--- src/inc/psc_map.svh ---
// register map, field positions, reset values for the priority split / sleep block
// assumes: included by bare name from core files; byte addresses on a 32-bit wishbone
`ifndef PSC_MAP_SVH
`define PSC_MAP_SVH

// register byte offsets
`define PSC_IRC_OFF        8'h00
`define PSC_SPC_OFF        8'h04
`define PSC_STAT_OFF       8'h08

// interrupt_reset_control fields
`define PSC_KEY_WRITE      16'h05FA
`define PSC_KEY_READ       16'hFA05
`define PSC_SPLIT_LSB      8
`define PSC_SPLIT_RST      3'h0

// system_power_control fields
`define PSC_WAKE_ANY_BIT   4
`define PSC_DEEP_BIT       2
`define PSC_SOE_BIT        1
`define PSC_SPC_MASK       32'h0000_0016
`define PSC_SPC_RST        32'h0000_0000

// status register fields
`define PSC_ST_SLEEP_BIT   0
`define PSC_ST_DEEP_BIT    1
`define PSC_ST_EVENT_BIT   2

// implemented priority bits: upper four of eight
`define PSC_PRIO_IMPL_MASK 8'hF0

`endif

--- src/inc/psc_pkg.sv ---
// types shared by the priority split and sleep control logic
// assumes: compiled before any core file
package psc_pkg;

    typedef logic [7:0] prio_t;

    typedef enum logic [2:0]
    {
        ST_RUN = 3'b001,
        ST_WFI = 3'b010,
        ST_WFE = 3'b100
    } sleep_state_t;

endpackage

--- src/core/prio_sleep_ctrl.sv ---
// priority split control and sleep / wake control with wishbone registers
// assumes: classic wishbone master on clk_i; pending and enable vectors and
// instruction strobes come from logic on clk_i; ext_event_i is an async pin
//
// Behaviour
// - split every priority level into group, subpriority
// - missing low priority bits count as zero
// - split value k: group 7..k+1, sub k..0
// - split value seven: no group, all subpriority
// - preemption compares group priority only
// - wake-any clear: only enabled interrupts wake
// - wake-any set: any new pending wakes
// - new pending raises wake event
// - event latched when not waiting for event
// - send-event or external event also wakes from wait-for-event
// - deep-sleep bit picks sleep or deep sleep
// - sleep-after-return bit sleeps on handler return
// - split select at bits 10:8, read/write
// - control write ignored without key in top half
`include "psc_map.svh"

module prio_sleep_ctrl
    import psc_pkg::*;
(
    // clock, reset, enable
    input  wire logic        clk_i,
    input  wire logic        rst_i,
    input  wire logic        ce_i,
    // wishbone slave
    input  wire logic        cyc_i,
    input  wire logic        stb_i,
    input  wire logic        we_i,
    input  wire logic [7:0]  adr_i,
    input  wire logic [3:0]  sel_i,
    input  wire logic [31:0] dat_i,
    output logic [31:0]      dat_o,
    output logic             ack_o,
    // priority compare
    input  wire logic        new_valid_i,
    input  wire prio_t       new_prio_i,
    input  wire logic        act_valid_i,
    input  wire prio_t       act_prio_i,
    output prio_t            group_o,
    output prio_t            sub_o,
    output logic             preempt_o,
    // processor events
    input  wire logic        wait_for_int_instr_i,
    input  wire logic        wait_for_event_instr_i,
    input  wire logic        send_event_instr_i,
    input  wire logic        handler_return_i,
    input  wire logic        ext_event_i,
    input  wire logic [7:0]  irq_pending_i,
    input  wire logic [7:0]  irq_enable_i,
    // power controller
    output logic             sleeping_o,
    output logic             deep_sleep_o,
    output logic             wake_o
);

    logic [2:0]   split_q;
    logic [31:0]  spc_q;
    sleep_state_t state_q;
    sleep_state_t state_d;
    logic         event_q;
    logic [7:0]   pend_q;
    logic [7:0]   pend_rise;
    logic         ext_meta_q;
    logic         ext_sync_q;
    logic         ext_prev_q;
    logic         ext_rise;
    logic         event_pulse;
    logic         irq_wake;
    logic         wfe_consume;
    logic         bus_req;
    logic         bus_wr;
    logic         irc_sel;
    logic         spc_sel;
    logic         stat_sel;
    logic         key_ok;

    // register decode, used by read and write paths
    function automatic logic hit(input logic [7:0] a, input logic [7:0] off);
        return a[7:2] == off[7:2];
    endfunction

    assign bus_req  = cyc_i && stb_i && !ack_o;
    assign bus_wr   = bus_req && we_i;
    assign irc_sel  = hit(adr_i, `PSC_IRC_OFF);
    assign spc_sel  = hit(adr_i, `PSC_SPC_OFF);
    assign stat_sel = hit(adr_i, `PSC_STAT_OFF);
    // key lives in the top half, so both upper lanes must be written
    assign key_ok   = (sel_i[3:2] == 2'b11) && (dat_i[31:16] == `PSC_KEY_WRITE);

    // single-cycle answer; unmapped addresses ack with zero data
    always_ff @(posedge clk_i)
    begin
        if (rst_i)
        begin
            ack_o <= 1'b0;
        end
        else if (ce_i)
        begin
            ack_o <= bus_req;
        end
    end

    always_ff @(posedge clk_i)
    begin
        if (rst_i)
        begin
            dat_o <= 32'h0000_0000;
        end
        else if (ce_i && bus_req && !we_i)
        begin
            if (irc_sel)
            begin
                dat_o <= {`PSC_KEY_READ, 5'h00, split_q, 8'h00};
            end
            else if (spc_sel)
            begin
                dat_o <= spc_q & `PSC_SPC_MASK;
            end
            else if (stat_sel)
            begin
                dat_o <= {29'h0000_0000, event_q, deep_sleep_o, sleeping_o};
            end
            else
            begin
                dat_o <= 32'h0000_0000;
            end
        end
    end

    always_ff @(posedge clk_i)
    begin
        if (rst_i)
        begin
            split_q <= `PSC_SPLIT_RST;
        end
        else if (ce_i && bus_wr && irc_sel && key_ok && sel_i[1])
        begin
            split_q <= dat_i[`PSC_SPLIT_LSB +: 3];
        end
    end

    always_ff @(posedge clk_i)
    begin
        if (rst_i)
        begin
            spc_q <= `PSC_SPC_RST;
        end
        else if (ce_i && bus_wr && spc_sel && sel_i[0])
        begin
            spc_q <= {24'h00_0000, dat_i[7:0]} & `PSC_SPC_MASK;
        end
    end

    prio_split u_split
    (
        .clk_i       (clk_i),
        .rst_i       (rst_i),
        .ce_i        (ce_i),
        .split_sel_i (split_q),
        .new_valid_i (new_valid_i),
        .new_prio_i  (new_prio_i),
        .act_valid_i (act_valid_i),
        .act_prio_i  (act_prio_i),
        .group_o     (group_o),
        .sub_o       (sub_o),
        .preempt_o   (preempt_o)
    );

    // external event pin: two-stage synchroniser, edge taken after it
    always_ff @(posedge clk_i)
    begin
        if (rst_i)
        begin
            ext_meta_q <= 1'b0;
            ext_sync_q <= 1'b0;
            ext_prev_q <= 1'b0;
        end
        else if (ce_i)
        begin
            ext_meta_q <= ext_event_i;
            ext_sync_q <= ext_meta_q;
            ext_prev_q <= ext_sync_q;
        end
    end

    assign ext_rise = ext_sync_q && !ext_prev_q;

    always_ff @(posedge clk_i)
    begin
        if (rst_i)
        begin
            pend_q <= 8'h00;
        end
        else if (ce_i)
        begin
            pend_q <= irq_pending_i;
        end
    end

    assign pend_rise = irq_pending_i & ~pend_q;

    // disabled sources count only when wake-any is set
    assign event_pulse = send_event_instr_i || ext_rise ||
        |(pend_rise & (irq_enable_i | {8{spc_q[`PSC_WAKE_ANY_BIT]}}));
    assign irq_wake    = |(irq_pending_i & irq_enable_i);

    assign wfe_consume = (state_q == ST_RUN) && wait_for_event_instr_i;

    // an event arriving as a wait consumes it is used at once, never lost
    always_ff @(posedge clk_i)
    begin
        if (rst_i)
        begin
            event_q <= 1'b0;
        end
        else if (ce_i)
        begin
            if (event_pulse && !wfe_consume && state_q != ST_WFE)
            begin
                event_q <= 1'b1;
            end
            else if (wfe_consume)
            begin
                event_q <= 1'b0;
            end
        end
    end

    always_comb
    begin
        state_d = state_q;
        unique case (state_q)
            ST_RUN:
            begin
                if (wait_for_int_instr_i)
                begin
                    state_d = ST_WFI;
                end
                else if (wait_for_event_instr_i)
                begin
                    state_d = (event_q || event_pulse) ? ST_RUN : ST_WFE;
                end
                else if (handler_return_i && spc_q[`PSC_SOE_BIT])
                begin
                    state_d = ST_WFI;
                end
            end
            ST_WFI:
            begin
                if (irq_wake || |(pend_rise & {8{spc_q[`PSC_WAKE_ANY_BIT]}}))
                begin
                    state_d = ST_RUN;
                end
            end
            ST_WFE:
            begin
                if (event_pulse)
                begin
                    state_d = ST_RUN;
                end
            end
            default:
            begin
                state_d = ST_RUN;
            end
        endcase
    end

    always_ff @(posedge clk_i)
    begin
        if (rst_i)
        begin
            state_q <= ST_RUN;
        end
        else if (ce_i)
        begin
            state_q <= state_d;
        end
    end

    // indications follow the next state so they match state_q each cycle
    always_ff @(posedge clk_i)
    begin
        if (rst_i)
        begin
            sleeping_o   <= 1'b0;
            deep_sleep_o <= 1'b0;
            wake_o       <= 1'b0;
        end
        else if (ce_i)
        begin
            sleeping_o   <= state_d != ST_RUN;
            deep_sleep_o <= (state_d != ST_RUN) &&
                            (state_q != ST_RUN ? deep_sleep_o : spc_q[`PSC_DEEP_BIT]);
            wake_o       <= (state_q != ST_RUN) && (state_d == ST_RUN);
        end
    end
endmodule

--- src/core/prio_split.sv ---
// splits a priority level into group and subpriority, decides preemption
// assumes: same clock, reset and clock enable as the parent block
`include "psc_map.svh"

module prio_split
    import psc_pkg::*;
(
    // clock and reset
    input  wire logic       clk_i,
    input  wire logic       rst_i,
    input  wire logic       ce_i,
    // split setting
    input  wire logic [2:0] split_sel_i,
    // priorities to compare
    input  wire logic       new_valid_i,
    input  wire prio_t      new_prio_i,
    input  wire logic       act_valid_i,
    input  wire prio_t      act_prio_i,
    // results
    output prio_t           group_o,
    output prio_t           sub_o,
    output logic            preempt_o
);

    // group bits are 7 down to k+1; value 7 leaves no group bits
    function automatic prio_t group_mask(input logic [2:0] s);
        prio_t m;
        m = 8'h00;
        if (s != 3'h7)
        begin
            m = prio_t'(8'hFF << (s + 3'h1));
        end
        return m;
    endfunction

    prio_t new_impl;
    prio_t act_impl;
    prio_t gmask;

    // unimplemented low bits read as zero
    assign new_impl = new_prio_i & `PSC_PRIO_IMPL_MASK;
    assign act_impl = act_prio_i & `PSC_PRIO_IMPL_MASK;
    assign gmask    = group_mask(split_sel_i);

    // fields stay in place, not right-justified
    always_ff @(posedge clk_i)
    begin
        if (rst_i)
        begin
            group_o <= 8'h00;
            sub_o   <= 8'h00;
        end
        else if (ce_i)
        begin
            group_o <= new_impl & gmask;
            sub_o   <= new_impl & ~gmask;
        end
    end

    // lower group value wins; subpriority never preempts
    always_ff @(posedge clk_i)
    begin
        if (rst_i)
        begin
            preempt_o <= 1'b0;
        end
        else if (ce_i)
        begin
            preempt_o <= new_valid_i &&
                         (!act_valid_i || ((new_impl & gmask) < (act_impl & gmask)));
        end
    end
endmodule

--- config.mk ---
export PLATFORM = sky130hd
export DESIGN_NAME = prio_sleep_ctrl
export DESIGN_NICKNAME = d
export VERILOG_FILES = /design/src/inc/psc_pkg.sv /design/src/core/prio_sleep_ctrl.sv /design/src/core/prio_split.sv
export VERILOG_INCLUDE_DIRS = /design/src /design/src/inc
export SDC_FILE = /design/constraint.sdc
export NUM_CORES = 1
export LEC_CHECK = 0
export BUFFER_PORTS_ARGS = -buffer_cell sky130_fd_sc_hd__buf_4
export CAP_MARGIN = 10
export CORE_MARGIN = 4
export CORE_UTILIZATION = 44
export DETAILED_ROUTE_END_ITERATION = 7
export GPL_TIMING_DRIVEN = 0
export HOLD_SLACK_MARGIN = 0.1
export PLACE_DENSITY = 0.84
export SLEW_MARGIN = 20
export SYNTH_ARGS = -nofsm -noshare
export SYNTH_HDL_FRONTEND = slang
export SYNTH_HIERARCHICAL = 1
export SYNTH_SLANG_ARGS = --single-unit
--- constraint.sdc ---
create_clock -name clk_i -period 3.35 [get_ports clk_i]
set_input_delay 0.67 -clock clk_i [delete_from_list [all_inputs] [get_ports clk_i]]
set_output_delay 0.67 -clock clk_i [all_outputs]
set_load 0.005 [all_outputs]
==> Word-level counts from Yosys, hierarchy flattened <==
Cells that the tools add are included.
{ "totals": {"reg_bits": 74, "input_bits": 89, "wordCells": 91} }
{ "op_classes": {"add_sub_neg": 1, "n_lt_le_gt_ge": 1, "n_eq_ne": 12, "shifts": 1, "muxes": 14, "n_bitwise": 10, "n_reduce_logical": 36} }
{ "ops": {"columns": ["operator", "count"], "rows": [
  ["8-bit AND", 7],
  ["32-bit 2-to-1 mux", 1],
  ["8-bit OR reduction", 3],
  ["3-bit 2-to-1 mux", 7],
  ["1-bit logical AND", 20],
  ["16-bit by 11-bit == test with 1-bit output, second input constant", 1],
  ["8-bit inverter", 2],
  ["3-bit one-hot mux with 3 select lines", 1],
  ["8-bit < comparator", 1],
  ["8-bit 2-to-1 mux", 1],
  ["8-bit OR", 1],
  ["8-bit by 3-bit << shifter with 8-bit output, first input constant", 1],
  ["3-bit by 1-bit == test with 1-bit output, second input constant", 2],
  ["6-bit by 1-bit == test with 1-bit output, second input constant", 1],
  ["6-bit by 2-bit == test with 1-bit output, second input constant", 1],
  ["6-bit zero test", 1],
  ["3-bit by 1-bit inequality test with 1-bit output, second input constant", 2],
  ["3-bit inequality test, second input constant", 2],
  ["1-bit zero test", 5],
  ["1-bit logical OR", 5],
  ["5-bit 2-to-1 mux", 1],
  ["3-bit by 1-bit adder with 3-bit output, second input constant", 1],
  ["3-bit by 2-bit == test with 1-bit output, second input constant", 1],
  ["3-bit == test, second input constant", 1],
  ["4 further kinds", 6]
]} }

==> Depth between registers and ports, before layout <==
Gate-level depths: netlist of run 1.
{ "logic_depth": {"ltp_word": 12, "depth_mapped": 8, "ltp_nobuf": 8} }

==> Cells and area by module <==
The synthesis of run 1 kept the hierarchy.
{ "modules_own_cells": {"columns": ["module", "instances", "cells_per_inst", "area_each_um2", "seq_area_each_um2"], "rows": [
  ["prio_sleep_ctrl", 1, 217, 1823.0, 660.6],
  ["prio_split", 1, 68, 579.3, 180.2]
]} }

==> Least setup slack after synthesis of run 1 <==
No wires, ideal clock.
{ "synth_path": {"kind": "in2reg", "startpoint": "input port irq_enable_i[4]", "endpoint": "register deep_sleep_o", "setup_ns": 0.084, "arrival_ns": 2.458, "required_ns": 3.266, "path_slack_ns": 0.807, "path_stages": 6, "n_path_buf": 0, "path_cell_list": "or2_1 > a222oi_1 > or4b_4 > o31a_1 > or3_1 > o31ai_2"} }
{ "synth_between": {"elab_chain_cells": 11, "elab_cells_between_ends": 16} }
{ "synth_lines": {"columns": ["item", "line", "text"], "rows": [
  ["start: declaration", "prio_sleep_ctrl.sv:53", "input wire logic [7:0] irq_enable_i,"],
  ["8-bit OR", "prio_sleep_ctrl.sv:208", "|(pend_rise & (irq_enable_i | {8{spc_q[`PSC_WAKE_ANY_BIT]}}));"],
  ["8-bit AND", "prio_sleep_ctrl.sv:208", null],
  ["8-bit OR reduction", "prio_sleep_ctrl.sv:208", null],
  ["1-bit logical OR", "prio_sleep_ctrl.sv:207", "assign event_pulse = send_event_instr_i || ext_rise ||"],
  ["1-bit logical OR", "prio_sleep_ctrl.sv:245", "state_d = (event_q || event_pulse) ? ST_RUN : ST_WFE;"],
  ["3-bit 2-to-1 mux", "prio_sleep_ctrl.sv:245", null],
  ["3-bit 2-to-1 mux", "prio_sleep_ctrl.sv:243", "else if (wait_for_event_instr_i)"],
  ["3-bit 2-to-1 mux", "prio_sleep_ctrl.sv:239", "if (wait_for_int_instr_i)"],
  ["3-bit one-hot mux with 3 select lines *", "prio_sleep_ctrl.sv:236", "unique case (state_q)"],
  ["3-bit by 1-bit inequality test with 1-bit output *", "prio_sleep_ctrl.sv:297", "deep_sleep_o <= (state_d != ST_RUN) &&"],
  ["1-bit logical AND *", "prio_sleep_ctrl.sv:297", null],
  ["end signal: assignment", "prio_sleep_ctrl.sv:297", null],
  ["end: declaration", "prio_sleep_ctrl.sv:56", "output logic deep_sleep_o,"]
]} }
Every way passes the cells marked *; elsewhere a longest branch is shown, timed or not.
A chain may end at the register's enable or synchronous reset.

==> Worst setup path after layout of run 1 <==
Same ends and word-level chain as after synthesis.

==> results of run 1 <==
==> power by group <==
group | switching, µW | internal, µW | leakage (µW)
clock network | 162 | 144 | 0.0000383
logic | 89.7 | 124 | 0.00126
registers | 11.9 | 516 | 0.000343
total | 263 | 784 | 0.00165
==> routing by layer <==
metal	vias up	GRT usage	wire, µm
li1	1196	-	-
met1	1051	0.210	2490
met2	98	0.325	3150
met3	13	0.0340	597
met4	0	0.0731	120
met5	-	0	0
==> Yosys cell counts, types with 2 or more instances <==
master	n	area, µm²
o22ai_1	2	12.5
nand2_1	19	71.3
nand2b_1	13	81.3
nor2b_1	2	12.5
a22oi_1	4	30.0
nand3b_1	3	22.5
buf_6	2	22.5
o21ai_0	2	10.0
a21oi_1	22	110
mux2i_1	20	200
dfxtp_1	42	841
and2_1	2	12.5
nand3_1	9	45.0
inv_1	7	26.3
clkbuf_1	4	15.0
or2b_1	3	22.5
nand4_1	4	25.0
conb_1	2	7.51
o21ai_1	2	10.0
and2b_1	3	22.5
nor3_1	7	35.0
nor3b_1	5	37.5
or2_1	2	12.5
nor2_1	34	128
ha_1	6	75.1
nor4_1	2	12.5
nand4b_1	3	26.3
buf_4	34	255
a221oi_1	3	26.3
==> kinds of logic after synthesis <==
logic type | synth area share
AOI/OAI and AO/OA | 0.130
adders and majority gates | 0.0312
buffers and inverters | 0.136
DFF | 0.350
muxes | 0.0833
other | 0.00313
and+or+nand+nor | 0.266
==> cells in the final DEF (no fill, tap or decap), types with 3 or more instances in the layout <==
master,instances
buf_4,130
dfxtp_1,42
nor2_1,34
conb_1,25
a21oi_1,22
mux2i_1,20
nand2_1,19
nand2b_1,13
nand3_1,9
inv_1,7
nor3_1,7
clkbuf_1,6
ha_1,6
nor3b_1,5
clkbuf_8,5
a22oi_1,4
nand4_1,4
nand4b_1,3
or2b_1,3
and2b_1,3
a221oi_1,3
nand3b_1,3
==> state kept, by name, indices dropped and copies added (netlist names), 3 cells and up <==
name	count
split_q	3
u_split/sub_o	4
dat_o	8
pend_q	8
u_split/group_o	4
spc_q	3
state_q	3
==> final cells by class <==
type                    instances  area [µm²]
repair buffers                 96         721
clock buffers                   7        76.3
inverters                       8        30.0
flip-flops and latches         42         841
plain buffers                  41         297
well taps                      70        87.6
fillers                       471        1830
multi-input cells             217        1320
==> metrics by stage <==
stage | hold WS (ps) | instance area [µm²] | setup slack, ps
3_3_place_gp | 445 | 3300 | 619
5_1_grt | 485 | 3370 | 803
3_5_place_dp | 453 | 3300 | 595
4_1_cts | 464 | 3370 | 891
6_report | 460 | 3370 | 867
2_1_floorplan | 448 | 2490 | 807
==> worst paths after layout <==
kind | endpoint | depth (start not counted)
min reg2reg | dat_o[8] | 2
min | dat_o[8] | 2
max | deep_sleep_o | 7
max reg2reg | deep_sleep_o | 7
==> tightest hold or removal path: stages, from the launching register on <==
cell and delay, ps:
dfxtp_1 320, nand2_1 50, a21oi_1 50
==> metrics.txt, run 1 <==
# TYPE chip_impl_metric gauge
chip_impl_info{name="path_class",value="input port to register"} 1
chip_impl_metric{name="crit_required",unit="ps"} 3550
chip_impl_metric{name="numCtsBuffers",unit=""} 5
chip_impl_metric{name="worst_ep_arrival_time",unit="ps"} 2680
chip_impl_metric{name="grt_max_degree",unit=""} 12
chip_impl_metric{name="min_period",unit="ps"} 2480
chip_impl_metric{name="num_io_pins",unit=""} 142
chip_impl_info{name="path_delay_family",value="simple AND/OR/NAND/NOR gates"} 1
chip_impl_metric{name="postRouteAntennaNets",unit=""} 0
chip_impl_info{name="crit_slowest_cell",value="or4b_4"} 1
chip_impl_metric{name="tightestPinTransition",unit="ps"} 670
chip_impl_metric{name="detailedRoute.firstPassIterationCount",unit=""} 4
chip_impl_metric{name="final_max_slew_viol_count",unit=""} 0
chip_impl_info{name="critical_path.endpoint_type",value="register"} 1
chip_impl_metric{name="asyncSetResetFlopFracSynth",unit=""} 0
chip_impl_metric{name="drt-wirelength-per-cell",unit="µm"} 13.2
chip_impl_metric{name="port_buffers",unit=""} 96
chip_impl_info{name="timing.critical_path.from_type",value="input port"} 1
chip_impl_metric{name="design.die.area",unit="mm²"} 0.00671
chip_impl_metric{name="synth.lib_cells_used.distinct",unit=""} 51
chip_impl_metric{name="yosysSeqAreaShare",unit=""} 0.350
chip_impl_metric{name="finish.net_count",unit=""} 506
chip_impl_metric{name="globalplace.congestion",unit=""} 0.935
chip_impl_info{name="worstSetupStartpoint",value="irq_enable_i[4]"} 1
chip_impl_info{name="worstPathCellList",value="buf_4, or2_1, a222oi_1, or4b_4, o31a_1, or3_1, o31ai_2"} 1
chip_impl_metric{name="synth_seq_cells",unit=""} 42
chip_impl_metric{name="ys.warnings.count",unit=""} 6
chip_impl_metric{name="first_iter_violations",unit=""} 81
chip_impl_metric{name="grt_pass1_wl",unit="mm"} 9.59
chip_impl_metric{name="cts_post_setup_buffers_inserted",unit=""} 0
chip_impl_metric{name="max-clock-path-buffers",unit=""} 2
chip_impl_metric{name="avgSynthCellArea",unit="µm²"} 8.43
chip_impl_info{name="outcome",value="completed"} 1
chip_impl_metric{name="worst_setup_hold_path_clk_slew",unit="ps"} 70
chip_impl_metric{name="fp.coreArea",unit="mm²"} 0.00520
chip_impl_metric{name="final_core_utilization",unit=""} 0.648
chip_impl_metric{name="cts_htree_levels",unit=""} 2
chip_impl_metric{name="post_synth_instance_area",unit="mm²"} 0.00240
chip_impl_info{name="rr_startpoint",value="spc_q[4]"} 1
chip_impl_info{name="synth_ff_type",value="dfxtp_1"} 1
chip_impl_metric{name="slew-limit-headroom",unit=""} 0.552
chip_impl_metric{name="vias",unit=""} 2358
chip_impl_metric{name="p_leak",unit="µW"} 0.00165
chip_impl_metric{name="cts-resized-gates",unit=""} 0
chip_impl_metric{name="dp_hpwl",unit="mm"} 5.24
chip_impl_info{name="root_buffer_master",value="clkbuf_8"} 1
chip_impl_info{name="tritoncts_clock_tree",value="done"} 1
chip_impl_metric{name="hold_viol_final",unit=""} 0
chip_impl_metric{name="clock_latency",unit="ps"} 290
chip_impl_info{name="timing.hold.worst.class",value="register to register"} 1
chip_impl_metric{name="cap_viol_max_count",unit=""} 0
chip_impl_metric{name="power.total",unit="µW"} 1050
chip_impl_metric{name="grt_overflow",unit=""} 0
chip_impl_metric{name="synth-edff-count",unit=""} 0
chip_impl_metric{name="remaining_drc_errors",unit=""} 0
chip_impl_metric{name="holdBufCountCts",unit=""} 0
chip_impl_metric{name="dieHeight",unit="µm"} 81.9
chip_impl_metric{name="worstPathBufferInverterCount",unit=""} 1
chip_impl_metric{name="floorplan.initialDensity",unit=""} 0.462
chip_impl_info{name="setup_repair_after_global_routing_missed_its_margin",value="no"} 1
chip_impl_metric{name="grt_antenna_before_repair",unit=""} 0
chip_impl_info{name="hold_start",value="dat_o[8]"} 1
chip_impl_metric{name="final_number_of_setup_violating_endpoints",unit=""} 0
chip_impl_metric{name="critical_path.max_stage_delay",unit="ps"} 530
chip_impl_metric{name="worst_ir_drop_vdd",unit="V"} 0.000160
chip_impl_metric{name="layout_worst_path_cycle_share",unit=""} 0.741
chip_impl_metric{name="width_of_the_die",unit="µm"} 81.9
chip_impl_metric{name="grt.total_usage",unit=""} 0.181
chip_impl_metric{name="crit_path_max_fo",unit=""} 5
chip_impl_metric{name="finalWirelength",unit="mm"} 6.36
chip_impl_metric{name="drive_above_1_share",unit=""} 0.348
chip_impl_metric{name="cts.sinks",unit=""} 42
chip_impl_metric{name="totalNegativeSetupSlack",unit="ps"} 0
chip_impl_metric{name="diodes",unit=""} 0
chip_impl_metric{name="instances_no_fill",unit=""} 481
chip_impl_metric{name="synth_cells",unit=""} 285
chip_impl_metric{name="placedCellCount",unit=""} 474
chip_impl_metric{name="num_rows",unit=""} 26
chip_impl_metric{name="achievable-frequency",unit="MHz"} 403
chip_impl_metric{name="first_global_vias",unit=""} 2242
chip_impl_metric{name="synth_to_final_area_change",unit="%"} 40.4
chip_impl_metric{name="vias_per_cell",unit=""} 4.90
chip_impl_metric{name="power-per-cell-area",unit="mW/mm²"} 310
chip_impl_metric{name="r2r_setup_slack",unit="ps"} 910
chip_impl_metric{name="clock_skew",unit="ps"} 7.62
(Power assumes the default switching activity.)
==> inputs of run 2 (changes only) <==
--- a/config.mk
+++ b/config.mk
@@ -9,11 +9,11 @@
 export BUFFER_PORTS_ARGS = -buffer_cell sky130_fd_sc_hd__buf_4
 export CAP_MARGIN = 10
 export CORE_MARGIN = 4
-export CORE_UTILIZATION = 44
+export CORE_UTILIZATION = 40
 export DETAILED_ROUTE_END_ITERATION = 7
 export GPL_TIMING_DRIVEN = 0
 export HOLD_SLACK_MARGIN = 0.1
-export PLACE_DENSITY = 0.84
+export PLACE_DENSITY = 0.8
 export SLEW_MARGIN = 20
 export SYNTH_ARGS = -nofsm -noshare
 export SYNTH_HDL_FRONTEND = slang
==> constraint.sdc (replaced) <==
create_clock -name clk_i -period 2.24 [get_ports clk_i]
set_input_delay 0.448 -clock clk_i [delete_from_list [all_inputs] [get_ports clk_i]]
set_output_delay 0.448 -clock clk_i [all_outputs]
set_load 0.005 [all_outputs]
==> run 2 against run 1 <==
  * The flow now finishes with violations (setup timing)
  * Final cell count is 1.2% higher
  * Die area is 9.0% higher
  * Register-to-register slack worse by 1100 ps
  * Flip-flop and latch count stayed put
  * Total power is 53% higher
  * Cell area is 1.4% higher
  * First-iteration DRC count is 4.9% lower
  * Sequential share of layout area is 0.31 points lower
  * Clock skew is 2.8 ps lower
  * Non-clock buffer count is 5 higher
  * Critical path depth stayed put
  * Sequential power is 50% higher
  * Critical path type is now register to register
==> metrics.txt, run 2 (synthesis results as in run 1) <==
# TYPE chip_impl_metric gauge
chip_impl_info{name="outcome",value="finished with violations"} 1
chip_impl_info{name="violations",value="setup timing"} 1
chip_impl_metric{name="power.clock.fraction",unit=""} 0.303
chip_impl_metric{name="dp_hpwl",unit="mm"} 5.34
chip_impl_info{name="path_class",value="register to register"} 1
chip_impl_metric{name="fillers",unit=""} 522
chip_impl_metric{name="crit_path_max_fo",unit=""} 5
chip_impl_metric{name="cts_htree_levels",unit=""} 2
chip_impl_metric{name="fp.coreArea",unit="mm²"} 0.00568
chip_impl_metric{name="vias_per_cell",unit=""} 4.98
chip_impl_metric{name="dp_worst_setup_slack",unit="ps"} -377
chip_impl_metric{name="finish.net_count",unit=""} 511
chip_impl_info{name="largest_registers",value="dat_o x8, pend_q x8"} 1
chip_impl_metric{name="synth_to_final_area_change",unit="%"} 42.4
chip_impl_metric{name="grt_overflow",unit=""} 0
chip_impl_info{name="setup_repair_after_global_routing_missed_its_margin",value="yes"} 1
chip_impl_info{name="timing.critical_path.from_type",value="register"} 1
chip_impl_info{name="tritoncts_clock_tree",value="done"} 1
chip_impl_metric{name="finalWirelength",unit="mm"} 6.83
chip_impl_metric{name="first_global_vias",unit=""} 2386
chip_impl_metric{name="achievable-frequency",unit="MHz"} 408
chip_impl_metric{name="globalplace.congestion",unit=""} 0.860
chip_impl_metric{name="remaining_drc_errors",unit=""} 0
chip_impl_metric{name="finish.instance_area",unit="mm²"} 0.00342
chip_impl_metric{name="grt_antenna_before_repair",unit=""} 0
chip_impl_info{name="rr_startpoint",value="spc_q[4]"} 1
chip_impl_metric{name="port_buffers",unit=""} 96
chip_impl_metric{name="vias",unit=""} 2427
chip_impl_metric{name="p_leak",unit="µW"} 0.00168
chip_impl_metric{name="cell_area_after_placement",unit="mm²"} 0.00330
chip_impl_metric{name="cap_viol_max_count",unit=""} 0
chip_impl_info{name="timing.hold.worst.class",value="input port to register"} 1
chip_impl_metric{name="worst_ir_drop_vdd",unit="V"} 0.000255
chip_impl_info{name="worst_setup_path_endpoint",value="deep_sleep_o"} 1
chip_impl_metric{name="final_max_slew_viol_count",unit=""} 0
chip_impl_metric{name="power-per-cell-area",unit="mW/mm²"} 469
chip_impl_metric{name="drt-wirelength-per-cell",unit="µm"} 14.0
chip_impl_info{name="critical_path.endpoint_type",value="register"} 1
chip_impl_metric{name="final_number_of_setup_violating_endpoints",unit=""} 3
chip_impl_metric{name="power.share.switching",unit=""} 0.252
chip_impl_metric{name="slew-limit-headroom",unit=""} 0.539
chip_impl_metric{name="worst_ep_arrival_time",unit="ps"} 2650
chip_impl_info{name="critical_path.reg2reg.endpoint",value="deep_sleep_o"} 1
chip_impl_metric{name="drive_above_1_share",unit=""} 0.361
chip_impl_metric{name="numCtsBuffers",unit=""} 5
chip_impl_metric{name="grt.total_usage",unit=""} 0.179
chip_impl_metric{name="post-route-worst-setup-slack",unit="ps"} -209
chip_impl_metric{name="worst_setup_hold_path_clk_slew",unit="ps"} 80
chip_impl_metric{name="num_rows",unit=""} 27
chip_impl_metric{name="design.die.area",unit="mm²"} 0.00731
chip_impl_metric{name="power.internal",unit="µW"} 1200
chip_impl_metric{name="r2r_setup_slack",unit="ps"} -210
chip_impl_metric{name="net_switching_power",unit="µW"} 404
chip_impl_metric{name="layout_worst_path_cycle_share",unit=""} 1.09
chip_impl_metric{name="area_of_combinational_cells_with_multiple_inputs",unit="mm²"} 0.00132
chip_impl_info{name="layout_common_cells",value="135 x buf_4, 41 x dfxtp_1, 34 x nor2_1, 25 x conb_1, 22 x a21oi_1"} 1
chip_impl_metric{name="grt_pass1_wl",unit="mm"} 10.7
chip_impl_info{name="worstSetupStartpoint",value="spc_q[4]"} 1
chip_impl_metric{name="first_iter_violations",unit=""} 77
chip_impl_metric{name="floorplan.initialDensity",unit=""} 0.423
chip_impl_metric{name="width_of_the_die",unit="µm"} 85.5
chip_impl_metric{name="combinationalPowerShare",unit=""} 0.204
chip_impl_metric{name="num_io_pins",unit=""} 142
chip_impl_metric{name="postRouteAntennaNets",unit=""} 0
chip_impl_metric{name="crit_required",unit="ps"} 2440
chip_impl_metric{name="max-clock-path-buffers",unit=""} 2
chip_impl_metric{name="totalNegativeSetupSlack",unit="ps"} -335
chip_impl_metric{name="sequentialPowerShare",unit=""} 0.493
chip_impl_metric{name="dieHeight",unit="µm"} 85.5
chip_impl_metric{name="detailedRoute.firstPassIterationCount",unit=""} 5
chip_impl_metric{name="worst_r2r_path_depth",unit=""} 7
chip_impl_metric{name="cts.sinks",unit=""} 42
chip_impl_metric{name="grt_max_degree",unit=""} 12
chip_impl_metric{name="area.sequential",unit="µm²"} 842
chip_impl_metric{name="min_period",unit="ps"} 2450
chip_impl_metric{name="hold_viol_final",unit=""} 0
chip_impl_info{name="root_buffer_master",value="clkbuf_8"} 1
chip_impl_metric{name="tightestPinTransition",unit="ps"} 691
chip_impl_metric{name="clock_skew",unit="ps"} 4.86
chip_impl_metric{name="diodes",unit=""} 0
chip_impl_metric{name="clock_latency",unit="ps"} 290
chip_impl_info{name="most_common_cell_after_layout_fill_and_taps_aside",value="buf_4"} 1
-- run 2: cell types whose count changed in the layout (fill, tap and decap cells not counted) --
cell,previous run,this run
dfxtp_1,42,41
clkbuf_1,6,4
buf_4,130,135
dfxtp_2,0,1
clkbuf_8,5,6
-- run 2: how the worst min path moves through the flow --
stage / slack, ps / endpoint / depth (start not counted) / from
after global routing: 390 / event_q / 2 / wait_for_event_instr_i
final: 390 / split_q[2] / 3 / dat_i[10]
after floorplan: 450 / dat_o[4] / 2 / dat_o[4]
after global placement: 440 / dat_o[9] / 2 / dat_o[9]
after detailed placement: 450 / dat_o[9] / 2 / dat_o[9]
after CTS: 380 / split_q[2] / 3 / dat_i[10]
-- run 2: area by class of cell --
type / instances / area share
multi-input combinational: 217 / 0.386
sequential: 42 / 0.246
timing repair buffer: 101 / 0.222
buffer: 41 / 0.0867
tap: 72 / 0.0263
clock buffer: 6 / 0.0241
inverter: 8 / 0.00878
-- run 2: per-stage QoR --
stage,instances,hold slack [ps],total power [µW],utilization
CTS,486,384,1610,0.601
global route,487,392,1680,0.603
floorplan,308,448,972,-
global placement,476,443,1120,0.581
detailed placement,476,449,1120,0.581
finish,487,389,1600,0.603
-- run 2: power by group through the flow --
| stage | Sequential, µW | Combinational (µW) | Clock (µW) |
|---|---|---|---|
| 2_1_floorplan | 803 | 169 | 0 |
| 5_1_grt | 794 | 358 | 525 |
| 4_1_cts | 790 | 320 | 498 |
| 3_3_place_gp | 805 | 310 | 0 |
| 6_report | 790 | 327 | 486 |
| 3_5_place_dp | 807 | 316 | 0 |
-- run 2: what timing repair did --
action	CTS	global route
pin swaps	5	2
endpoints found under the setup margin	1	3
hold buffers	0	0
hold endpoints to repair	0	0
buffers inserted	4	1
resized for setup	1	0
-- run 2: critical path: stages, from the launching register on --
cell and delay [ps]:
dfxtp_2 330, buf_6 120, or2_0 200, a222oi_1 300, or4b_4 540, o31a_1 280
or3_1 390, o31ai_2 200
-- run 2: layer usage --
metal / global-route usage / wire length (µm) / up-vias
met3: 0.0538 / 736 / 14
met1: 0.191 / 2560 / 1093
met5: 0 / 0 / -
li1: - / - / 1201
met2: 0.327 / 3420 / 119
met4: 0.0719 / 120 / 0
